**src/hw/strobe_port_pkg.sv**
```systemverilog
// constants for the four-pin chip-select strobe port
package strobe_port_pkg;
  localparam int NUM_PINS = 4;
  // special function register addresses
  localparam logic [7:0] ADDR_CTRL_LOW = 8'h92;
  localparam logic [7:0] ADDR_CTRL_HIGH = 8'h93;
  localparam logic [7:0] ADDR_POLARITY_MISC = 8'ha2;
  localparam logic [7:0] ADDR_PORT_DATA = 8'ha5;
  // base-address registers have no printed address; chosen slots
  localparam logic [7:0] ADDR_BASE_FIRST = 8'hb0;
  // function select codes
  localparam logic [1:0] FUNC_GPIO = 2'h0;
  localparam logic [1:0] FUNC_READ = 2'h1;
  localparam logic [1:0] FUNC_WRITE = 2'h2;
  localparam logic [1:0] FUNC_READ_WRITE = 2'h3;
  // compare width codes
  localparam logic [1:0] CMP_FULL = 2'h0;
  localparam logic [1:0] CMP_A15_A1 = 2'h1;
  localparam logic [1:0] CMP_A15_A2 = 2'h2;
  localparam logic [1:0] CMP_A15_A8 = 2'h3;
  // field positions inside one pin's control nibble
  localparam int FUNC_LSB = 2;
  localparam int CMP_LSB = 0;
  // polarity / misc register fields
  localparam int POL_LSB = 4;
  localparam int PWDN_HOLD_BIT = 2;
  localparam int RMW_PIN_BIT = 1;
  localparam int P0_PULLUP_BIT = 0;
  // reset values
  localparam logic [7:0] CTRL_RESET = 8'h00;
  localparam logic [7:0] BASE_RESET = 8'h00;
  localparam logic [7:0] MISC_RESET = 8'h00;
  localparam logic [3:0] DATA_RESET = 4'hf;
endpackage : strobe_port_pkg

```
**src/hw/strobe_cfg_if.sv**
```systemverilog
// configuration handed from the register file to the address matcher
`timescale 1ns/100ps
interface strobe_cfg_if;
  logic [15:0] base [4];
  logic [1:0] width [4];
  logic [15:0] bus_addr;
  logic [3:0] hit;
  modport regs (output base, output width, output bus_addr, input hit);
  modport match (input base, input width, input bus_addr, output hit);
endinterface : strobe_cfg_if

```
**src/hw/strobe_addr_match.sv**
```systemverilog
// per-pin masked compare of the external bus address against its base
`timescale 1ns/100ps
module strobe_addr_match
  import strobe_port_pkg::*;
(
  strobe_cfg_if.match cfg
);
  for (genvar p = 0; p < NUM_PINS; p++) begin : g_pin
    logic [15:0] mask;
    always_comb begin
      case (cfg.width[p])
        CMP_FULL: mask = 16'hffff; // [RL5]
        CMP_A15_A1: mask = 16'hfffe; // [RL6]
        CMP_A15_A2: mask = 16'hfffc; // [RL7]
        CMP_A15_A8: mask = 16'hff00; // [RL8]
        default: mask = 16'hffff;
      endcase
    end
    assign cfg.hit[p] = ((cfg.bus_addr ^ cfg.base[p]) & mask) == 16'h0000;
  end
endmodule : strobe_addr_match

```
**src/hw/port_chip_select_strobe.sv**
```systemverilog
// four-pin port: quasi-bidirectional i/o or address-decoded chip selects
// Behaviour
// (RL1) function 00: plain quasi-bidirectional port pin
// (RL2) function 01: strobe on matching external reads
// (RL3) function 10: strobe on matching external writes
// (RL4) function 11: strobe on matching reads and writes
// (RL5) compare width 00: all sixteen bits
// (RL6) compare width 01: bits 15 to 1
// (RL7) compare width 10: bits 15 to 2
// (RL8) compare width 11: bits 15 to 8
// (RL9) each pin has high and low base bytes
// (RL10) polarity bit set gives active-high strobe
// (RL11) power-down hold bit picks strobe idle level
// (RL12) rmw read takes pin or latch
// (RL13) pull-up bit enables port zero pull-ups
// (RL14) data register bits 3:0 drive pins
// (RL15) matching write strobes; gpio follows data
// (RL16) high-pins control register field layout
// (RL17) strobe only during matching bus phase; the registered strobe here follows the phase one clock later
// (RL18) config resets zero, data latch ones
`timescale 1ns/100ps
module port_chip_select_strobe
  import strobe_port_pkg::*;
(
  input wire logic i_clk,
  input wire logic i_reset,
  // special function register port
  input wire logic [7:0] i_sfr_addr,
  input wire logic i_sfr_wr,
  input wire logic [7:0] i_sfr_wdata,
  input wire logic i_sfr_rd,
  input wire logic i_sfr_rmw,
  output logic [7:0] o_sfr_rdata,
  // external data bus phases
  input wire logic [15:0] i_xdata_addr,
  input wire logic i_xdata_rd_phase,
  input wire logic i_xdata_wr_phase,
  // power-down state of the cpu
  input wire logic i_power_down,
  // pins
  input wire logic [3:0] i_pin,
  output logic [3:0] o_pin,
  output logic [3:0] o_pin_oe_n,
  output logic o_ale_pd_level,
  output logic o_program_store_strobe_pd_level,
  output logic o_port_zero_pullup_en
);
  logic [7:0] ctrl_low_r, ctrl_low_nxt;
  logic [7:0] ctrl_high_r, ctrl_high_nxt;
  logic [7:0] misc_r, misc_nxt;
  logic [3:0] data_r, data_nxt;
  logic [7:0] base_high_r [4];
  logic [7:0] base_low_r [4];
  logic [7:0] base_high_nxt [4];
  logic [7:0] base_low_nxt [4];
  logic [3:0] pin_nxt, oe_n_nxt;
  logic [7:0] rdata_nxt;
  logic ale_nxt, pss_nxt, pup_nxt;
  logic [15:0] ctrl_all;

  strobe_cfg_if cfg ();

  strobe_addr_match u_match (
    .cfg(cfg)
  );

  assign ctrl_all = {ctrl_high_r, ctrl_low_r};
  assign cfg.bus_addr = i_xdata_addr;

  for (genvar p = 0; p < NUM_PINS; p++) begin : g_cfg
    assign cfg.base[p] = {base_high_r[p], base_low_r[p]}; // [RL9]
    assign cfg.width[p] = ctrl_all[4*p+CMP_LSB +: 2];
  end

  // register writes
  always_comb begin
    ctrl_low_nxt = ctrl_low_r;
    ctrl_high_nxt = ctrl_high_r;
    misc_nxt = misc_r;
    data_nxt = data_r;
    base_high_nxt = base_high_r;
    base_low_nxt = base_low_r;
    if (i_sfr_wr) begin
      case (i_sfr_addr)
        ADDR_CTRL_LOW: ctrl_low_nxt = i_sfr_wdata;
        ADDR_CTRL_HIGH: ctrl_high_nxt = i_sfr_wdata; // [RL16]
        ADDR_POLARITY_MISC: misc_nxt = i_sfr_wdata & 8'hf7;
        ADDR_PORT_DATA: data_nxt = i_sfr_wdata[3:0]; // [RL14]
        default: begin
          for (int p = 0; p < NUM_PINS; p++) begin
            if (i_sfr_addr == ADDR_BASE_FIRST + 8'(2*p))
              base_high_nxt[p] = i_sfr_wdata; // [RL9]
            if (i_sfr_addr == ADDR_BASE_FIRST + 8'(2*p+1))
              base_low_nxt[p] = i_sfr_wdata; // [RL9]
          end
        end
      endcase
    end
  end

  // register reads; rmw reads of the port pick pin or latch
  always_comb begin
    rdata_nxt = 8'h00;
    if (i_sfr_rd) begin
      case (i_sfr_addr)
        ADDR_CTRL_LOW: rdata_nxt = ctrl_low_r;
        ADDR_CTRL_HIGH: rdata_nxt = ctrl_high_r;
        ADDR_POLARITY_MISC: rdata_nxt = misc_r;
        ADDR_PORT_DATA: begin
          if (i_sfr_rmw && !misc_r[RMW_PIN_BIT])
            rdata_nxt = {4'h0, data_r}; // [RL12]
          else
            rdata_nxt = {4'h0, i_pin}; // [RL12] [RL14]
        end
        default: begin
          for (int p = 0; p < NUM_PINS; p++) begin
            if (i_sfr_addr == ADDR_BASE_FIRST + 8'(2*p))
              rdata_nxt = base_high_r[p];
            if (i_sfr_addr == ADDR_BASE_FIRST + 8'(2*p+1))
              rdata_nxt = base_low_r[p];
          end
        end
      endcase
    end
  end

  // pin drive: quasi-bidirectional gpio drives only low strongly;
  // a one is left to the pull-up so external logic can pull low
  always_comb begin
    for (int p = 0; p < NUM_PINS; p++) begin
      logic [1:0] func;
      logic active;
      func = ctrl_all[4*p+FUNC_LSB +: 2];
      active = 1'b0;
      case (func)
        FUNC_READ: active = cfg.hit[p] && i_xdata_rd_phase; // [RL2] [RL17]
        FUNC_WRITE: active = cfg.hit[p] && i_xdata_wr_phase; // [RL3] [RL15]
        FUNC_READ_WRITE:
          active = cfg.hit[p] && (i_xdata_rd_phase || i_xdata_wr_phase); // [RL4]
        default: active = 1'b0;
      endcase
      if (func == FUNC_GPIO) begin
        pin_nxt[p] = data_r[p]; // [RL1] [RL15]
        oe_n_nxt[p] = data_r[p]; // [RL1]
      end else begin
        // strobe pins are driven both ways at the chosen polarity
        pin_nxt[p] = misc_r[POL_LSB+p] ? active : !active; // [RL10]
        oe_n_nxt[p] = 1'b0;
      end
    end
    ale_nxt = i_power_down ? misc_r[PWDN_HOLD_BIT] : 1'b1; // [RL11]
    pss_nxt = i_power_down ? misc_r[PWDN_HOLD_BIT] : 1'b1; // [RL11]
    pup_nxt = misc_r[P0_PULLUP_BIT]; // [RL13]
  end

  // outputs lag the bus phase by one clock: all outputs are registered
  always_ff @(posedge i_clk or posedge i_reset) begin
    if (i_reset) begin
      ctrl_low_r <= CTRL_RESET; // [RL18]
      ctrl_high_r <= CTRL_RESET; // [RL18]
      misc_r <= MISC_RESET; // [RL18]
      data_r <= DATA_RESET; // [RL18]
      for (int p = 0; p < NUM_PINS; p++) begin
        base_high_r[p] <= BASE_RESET; // [RL18]
        base_low_r[p] <= BASE_RESET;
      end
      o_sfr_rdata <= 8'h00;
      o_pin <= DATA_RESET;
      o_pin_oe_n <= 4'hf;
      o_ale_pd_level <= 1'b1;
      o_program_store_strobe_pd_level <= 1'b1;
      o_port_zero_pullup_en <= 1'b0;
    end else begin
      ctrl_low_r <= ctrl_low_nxt;
      ctrl_high_r <= ctrl_high_nxt;
      misc_r <= misc_nxt;
      data_r <= data_nxt;
      base_high_r <= base_high_nxt;
      base_low_r <= base_low_nxt;
      o_sfr_rdata <= rdata_nxt;
      o_pin <= pin_nxt;
      o_pin_oe_n <= oe_n_nxt;
      o_ale_pd_level <= ale_nxt;
      o_program_store_strobe_pd_level <= pss_nxt;
      o_port_zero_pullup_en <= pup_nxt;
    end
  end
endmodule : port_chip_select_strobe

```
**config.mk**
```make
export PLATFORM = sky130hd
export DESIGN_NAME = port_chip_select_strobe
export DESIGN_NICKNAME = d
export VERILOG_FILES = /design/src/hw/strobe_port_pkg.sv /design/src/hw/strobe_cfg_if.sv /design/src/hw/strobe_addr_match.sv /design/src/hw/port_chip_select_strobe.sv
export SDC_FILE = /design/constraint.sdc
export NUM_CORES = 1
export LEC_CHECK = 0
export ABC_AREA = 1
export CORE_UTILIZATION = 40
export CTS_CLUSTER_SIZE = 30
export DETAILED_ROUTE_END_ITERATION = 10
export DONT_BUFFER_PORTS = 1
export GPL_ROUTABILITY_DRIVEN = 0
export GPL_TIMING_DRIVEN = 0
export MAX_ROUTING_LAYER = met4
export PLACE_DENSITY = 0.62
export SKIP_LAST_GASP = 1
export SYNTH_ARGS = -nofsm -noshare
export SYNTH_HDL_FRONTEND = slang
export SYNTH_SLANG_ARGS = --single-unit
```
**constraint.sdc**
```tcl
create_clock -name i_clk -period 4.5 [get_ports i_clk]
set_clock_uncertainty 0.1 [all_clocks]
set_input_delay 1.125 -clock i_clk [delete_from_list [all_inputs] [get_ports i_clk]]
set_output_delay 1.125 -clock i_clk [all_outputs]
set_load 0.02 [all_outputs]
```
==> run_results.csv, run 1 <==
group,metric,value,unit
run_status,status,"finished, final reports clean",
die,dieArea,0.0162,sq mm
logic_synthesis,syn_inst,893,
grt,grt_max_degree,58,
die,io_pins,63,
logic_synthesis,synth.most_common_cell,"nand2_1",
sta,rsz0062_at_grt,"false",
logic_synthesis,ys_types,27,
layout,regArea,0.00274,sq mm
sta,hold_violations,0,
critical_path,critical_path_buf_inv_count,2,
sta,min_period,2.62,ns
critical_path,start_kind,"input pin",
logic_synthesis,synth.cell_area,0.00629,sq mm
power_and_ir_drop,p_sw_share,27.3,%
placed_design,hpwl,14700,microns
layout,finalNetCount,949,
power_and_ir_drop,p_seq_share,48.8,%
logic_synthesis,synth_top_area_share,38.2,%
drt,drt_iter0_drc,486,
logic_synthesis,yosys-top-cells-count,"nand2_1, nand3_1, dfrtp_1, nor2_1, inv_1",
grt,gr-total-overflow,0,
layout,antenna-diode-count,0,
power_and_ir_drop,p_comb_share,10.4,%
power_and_ir_drop,ir_drop,0.197,mV
critical_path,cp_cell_sequence,"inv_1 > nand2_1 > nor2_1 > nand2_1 > nor2_2 > buf_2 > nand2_1 > nand4_1 > nor2_1 > nor2_1",
logic_synthesis,synth_edf_count,0,
flow_run,maxCapViolations,0,
power_and_ir_drop,p_leak,3.59,nW
die,die_width,127,microns
sta,fmax,382,MHz
logic_synthesis,postSynth.topFlopCell,"dfrtp_1",
critical_path,cpPeakStageDelay,0.32,ns
clocking,cts.sink_count,109,
layout,fin_area,0.00693,sq mm
clocking,cts.path.max_buffers,2,
critical_path,path_class,"input pin to flop",
clocking,clkLatencyLatePin,0.37,ns
logic_synthesis,seq_area_frac_synth,43.6,%
die,rows,45,
drt,routed_wl,19700,microns
clocking,holdBufCountCts,0,
clocking,cts_buffers,9,
clocking,cts_resized,0,
critical_path,crit_path_end_kind,"flop",
sta,fin_tns_setup,0,ns
critical_path,required,4.69,ns
layout,drive_gt1_share,8.24,%
sta,finalSetupViolations,0,
clocking,htree_levels,3,
critical_path,reg2regPathDepth,8,
drt,vias,5798,
sta,post-route-period-util,58.2,%
critical_path,ff2ff_setup_slack,2.96,ns
drt,drc,0,
die,dieHeight,127,microns
logic_synthesis,async_flop_share,100,%
logic_synthesis,ys_ff_latch,109,
min_path,hold_path_depth,0,
grt,track_usage,26.4,%
power_and_ir_drop,clkPwrFrac,40.8,%
min_path,min_path_type,"flop to flop",
die,core_area,0.0153,sq mm
clocking,post-cts-setup-buffer-count,0,
sta,slew_viol_final,0,
layout,multi_input_area,0.00307,sq mm
grt,grt_pass1_vias,5439,
drt,detail_route.first_pass.iterations,5,
grt,antenna_found_initial,0,
layout,fillers,1572,
drt,wl_per_cell,17.6,microns
power_and_ir_drop,p_int,0.00163,W
layout,synthToLayoutAreaGrowth,10.1,%
die,start_util,41.2,%
logic_synthesis,yosysWarningCount,0,
min_path,whs_endpoint,"o_port_zero_pullup_en",
placed_design,io_buffers,0,
clocking,clk_pin_slew,0.08,ns
sta,tightest_slew,0.924,ns
drt,ant_nets,0,
critical_path,worst_path_max_delay_cell,"buf_2",
logic_synthesis,yosysTopAreaCell,"dfrtp_1",
drt,via_per_inst,5.17,
clocking,cts-root-buf,"clkbuf_16",
critical_path,r2r_start,"base_high_r[13]",
critical_path,worstPathArrival,2.80,ns
grt,grt_pass1_wl,30600,microns
logic_synthesis,synth_area_per_cell,7.04,sq um
clocking,cts_tree,"yes",
power_and_ir_drop,netSwitchingPower,0.000611,W
power_and_ir_drop,pwr_density_cell,323,mW/mm^2
sta,max_slew_margin,38.4,%
critical_path,cpLargestDelayFamily,"simple AND/OR/NAND/NOR gates",
min_path,holdCritStartpoint,"misc_r[0]",
logic_synthesis,synth.area.top_cells,"dfrtp_1, nand2_1, nand3_1",
critical_path,crit_fanout,10,
critical_path,worstReg2RegEnd,"o_pin[2]",
logic_synthesis,syn_nets,937,
placed_design,dpl-instance-area,0.00658,sq mm
-- flip-flops by register name, summed over array words and instances, names as in the netlist, 7 cells and up --
name and flops:
misc_r 7, ctrl_low_r 8, base_high_r 32, base_low_r 32, o_sfr_rdata 8, ctrl_high_r 8
-- power groups by stage --
| stage | clock network [W] | registers (W) | logic (W) |
|---|---|---|---|
| 6_report | 0.000914 | 0.00109 | 0.000233 |
| 3_5_place_dp | 0 | 0.00111 | 0.000232 |
| 2_1_floorplan | 0 | 0.00109 | 0.000169 |
| 3_3_place_gp | 0 | 0.00111 | 0.000226 |
| 5_1_grt | 0.000970 | 0.00110 | 0.000263 |
| 4_1_cts | 0.000930 | 0.00109 | 0.000233 |
-- through the flow --
stage / worst slack, ns / total power [W] / util (%) / instances / hold slack, ns
final: 1.88 / 0.00224 / 45.4 / 1121 / 0.286
after CTS: 1.92 / 0.00225 / 45.4 / 1121 / 0.289
after global placement: -0.864 / 0.00133 / 42.9 / 1104 / 0.260
after global routing: 1.61 / 0.00233 / 45.4 / 1121 / 0.308
after floorplan: 0.423 / 0.00126 / - / 893 / 0.254
after detailed placement: 1.53 / 0.00134 / 43.1 / 1105 / 0.271
-- metal layers --
layer	share of wire [%]	global-route usage, %
met5	0	-
met4	2.4	8.61
met3	7.1	7.29
met2	46	40.5
met1	44	33.7
-- kinds of logic (layout without fill, tap and decap cells) --
group	Yosys count	count (layout)	share of synthesized area (%)
xor gates and xnor gates	32	32	4.46
muxes	1	1	0.179
AOI/OAI and AO/OA	78	78	6.35
DFF	109	109	43.6
buffers and inverters	116	133	7.50
and+or+nand+nor	557	557	37.9
-- worst reg2reg max path, stage by stage, from the launching register on --
cell,delay [ns]
dfrtp_1,0.43
xor2_1,0.18
nor2_1,0.12
nand2_1,0.11
nor2_1,0.19
nand3_1,0.13
nand2_1,0.09
nand3_1,0.08
nand2_1,0.07
-- placed cells by master (no fill, tap or decap), types with 2 or more instances in the layout --
cell	Yosys	routed
a21oi_1	5	5
buf_2	17	17
buf_4	2	2
clkbuf_1	10	10
clkbuf_16	0	11
clkinv_1	2	2
dfrtp_1	96	96
dfstp_2	13	13
inv_1	81	80
inv_2	3	3
inv_6	0	2
nand2_1	317	317
nand2_2	5	5
nand2_4	7	7
nand3_1	109	109
nand4_1	13	13
nor2_1	96	96
nor2_2	2	2
nor2_4	2	2
nor3_1	2	2
nor3_2	2	2
o21ai_0	66	66
o22ai_1	7	7
xnor2_1	8	8
xor2_1	24	24
-- worst max-delay path by stage --
stage	from	endpoint	slack [ns]	depth (start not counted)
after global routing	i_sfr_addr[6]	o_sfr_rdata[6]	1.61	10
after global placement	i_reset	base_low_r[21]	-0.86	1
final	i_sfr_addr[6]	o_sfr_rdata[6]	1.88	10
after CTS	i_sfr_addr[6]	o_sfr_rdata[6]	1.92	10
after detailed placement	i_sfr_addr[6]	o_sfr_rdata[6]	1.53	10
after floorplan	i_reset	base_high_r[0]	0.42	1
-- layout make-up --
| cell class | count | share of cell area (%) |
|---|---|---|
| buffer | 30 | 2.15 |
| clock buffer | 12 | 4.17 |
| tap | 211 | 3.81 |
| multi-input combinational | 668 | 44.4 |
| timing repair buffer | 1 | 0.397 |
| inverter | 86 | 4.70 |
| sequential | 109 | 39.6 |
| clock inverter | 4 | 0.795 |
No activity file was read; power rests on OpenSTA's default activity.
==> run 2, diff against run 1 <==
--- a/config.mk
+++ b/config.mk
@@ -13,7 +13,7 @@
 export GPL_ROUTABILITY_DRIVEN = 0
 export GPL_TIMING_DRIVEN = 0
 export MAX_ROUTING_LAYER = met4
-export PLACE_DENSITY = 0.62
+export PLACE_DENSITY = 0.64
 export SKIP_LAST_GASP = 1
 export SYNTH_ARGS = -nofsm -noshare
 export SYNTH_HDL_FRONTEND = slang
==> constraint.sdc (replaced) <==
create_clock -name i_clk -period 2.34 [get_ports i_clk]
set_clock_uncertainty 0.1 [all_clocks]
set_input_delay 0.585 -clock i_clk [delete_from_list [all_inputs] [get_ports i_clk]]
set_output_delay 0.585 -clock i_clk [all_outputs]
set_load 0.02 [all_outputs]
==> run 2 against run 1 <==
Against the previous run: critical path type unchanged; non-clock buffer count rose by 3; sequential share of layout area barely moved; core utilization barely moved; largest power group unchanged; register-to-register slack got worse by 2.2 ns; global-route usage rose by 0.084 points.
==> run_results.csv, run 2 (synthesis gave the netlist of run 1 again) <==
group,metric,value,unit
run_status,status,"finished, final reports clean",
clocking,clk_pin_slew,0.07,ns
placed_design,pre_cts_ws,-0.107,ns
layout,finalNetCount,952,
drt,via_per_inst,5.24,
die,rows,45,
flow_run,maxCapViolations,0,
min_path,min_path_type,"input pin to flop",
grt,grt_pass1_wl,30800,microns
clocking,cts.sink_count,109,
die,dieHeight,127,microns
sta,fmax,473,MHz
power_and_ir_drop,p_leak,3.59,nW
layout,final_common_cell,"nand2_1",
drt,wl_per_cell,17.4,microns
critical_path,worstPathArrival,2.30,ns
die,io_pins,63,
grt,antenna_found_initial,0,
clocking,cts_tree,"yes",
die,die_width,127,microns
die,start_util,41.2,%
drt,vias,5887,
critical_path,ff2ff_setup_slack,0.76,ns
grt,gr-total-overflow,0,
power_and_ir_drop,ir_drop,0.331,mV
critical_path,crit_path_end_kind,"flop",
sta,rsz0062_at_grt,"false",
placed_design,hpwl,14600,microns
drt,ant_nets,0,
clocking,cts-root-buf,"clkbuf_16",
layout,synthToLayoutAreaGrowth,10.3,%
sta,setup_ws,0.227,ns
critical_path,path_class,"input pin to flop",
clocking,post-cts-setup-buffer-count,0,
critical_path,crit_fanout,10,
die,core_area,0.0153,sq mm
drt,detail_route.first_pass.iterations,6,
layout,final_cell_mix,"nand2_1, nand3_1, nor2_1, dfrtp_1, inv_1",
placed_design,dpl-instance-area,0.00662,sq mm
layout,drive_gt1_share,8.43,%
clocking,cts_buffers,9,
sta,tightest_slew,0.908,ns
clocking,htree_levels,3,
drt,drc,0,
sta,post-route-period-util,90.3,%
drt,drt_iter0_drc,643,
sta,max_slew_margin,39.5,%
sta,slew_viol_final,0,
drt,routed_wl,19600,microns
sta,fin_tns_setup,0,ns
sta,hold_violations,0,
grt,grt_max_degree,41,
clocking,cts.path.max_buffers,2,
die,dieArea,0.0162,sq mm
sta,min_period,2.11,ns
layout,reg_top3,"base_high_r (32), base_low_r (32)",
layout,fin_area,0.00693,sq mm
layout,antenna-diode-count,0,
clocking,clkLatencyLatePin,0.37,ns
critical_path,start_kind,"input pin",
grt,grt_pass1_vias,5460,
placed_design,io_buffers,0,
critical_path,required,2.52,ns
sta,finalSetupViolations,0,
power_and_ir_drop,pwr_density_cell,603,mW/mm^2
grt,track_usage,26.5,%
layout,fillers,1592,
-- run 2: timing repair --
item,in CTS,in global routing
hold buffers,1,0
gates resized for setup,0,0
hold endpoints to repair,7,0
-- run 2: critical path, stage by stage --
cell and delay (ns):
inv_1 0.03, nand2_1 0.08, nor2_1 0.27, nand2_1 0.14, nor2_1 0.34, buf_2 0.34, nand2_1 0.13, nand4_1 0.19
nor2_1 0.06, nor2_1 0.13
-- run 2: final cells by class --
cell class / instances / area, sq um / share of cell area, %
plain buffers: 30 / 149 / 2.15
clock buffers: 10 / 239 / 3.45
clock inverters: 6 / 68.8 / 0.993
inverters: 86 / 327 / 4.71
multi-input cells: 668 / 3070 / 44.3
flip-flops and latches: 109 / 2740 / 39.6
well taps: 211 / 264 / 3.81
repair buffers: 4 / 70.1 / 1.01
-- run 2: power by group --
group	internal, W	switching (W)
clock network	0.000868	0.000757
logic	0.000143	0.000314
registers	0.00199	0.000102
total	0.00301	0.00117
-- run 2: routing by layer --
metal,GRT usage (%),vias to the layer above,share of wire [%]
met5,-,-,0
met4,11.4,0,3.2
met3,6.74,37,8.2
met2,39.3,247,45
met1,34.3,2746,43
li1,-,2857,-
-- run 2: per-stage QoR --
stage	hold WS [ns]	std cells	power (W)	utilization, %
final	0.153	1124	0.00418	45.4
after global routing	0.155	1124	0.00435	45.4
after detailed placement	0.271	1107	0.00258	43.4
after global placement	0.259	1104	0.00256	43.0
after floorplan	0.254	893	0.00243	-
after CTS	0.147	1124	0.00420	45.4
-- run 2: path summary, 6_finish.rpt --
check | from | to | cells past startpoint
max in group asynchronous | i_reset | base_low_r[30] | 4
max | i_sfr_addr[6] | o_sfr_rdata[6] | 10
min reg2reg | misc_r[0] | o_port_zero_pullup_en | 0
min | i_power_down | o_program_store_strobe_pd_level | 1
max reg2reg | misc_r[1] | o_sfr_rdata[0] | 9
min in group asynchronous | i_reset | ctrl_high_r[6] | 2
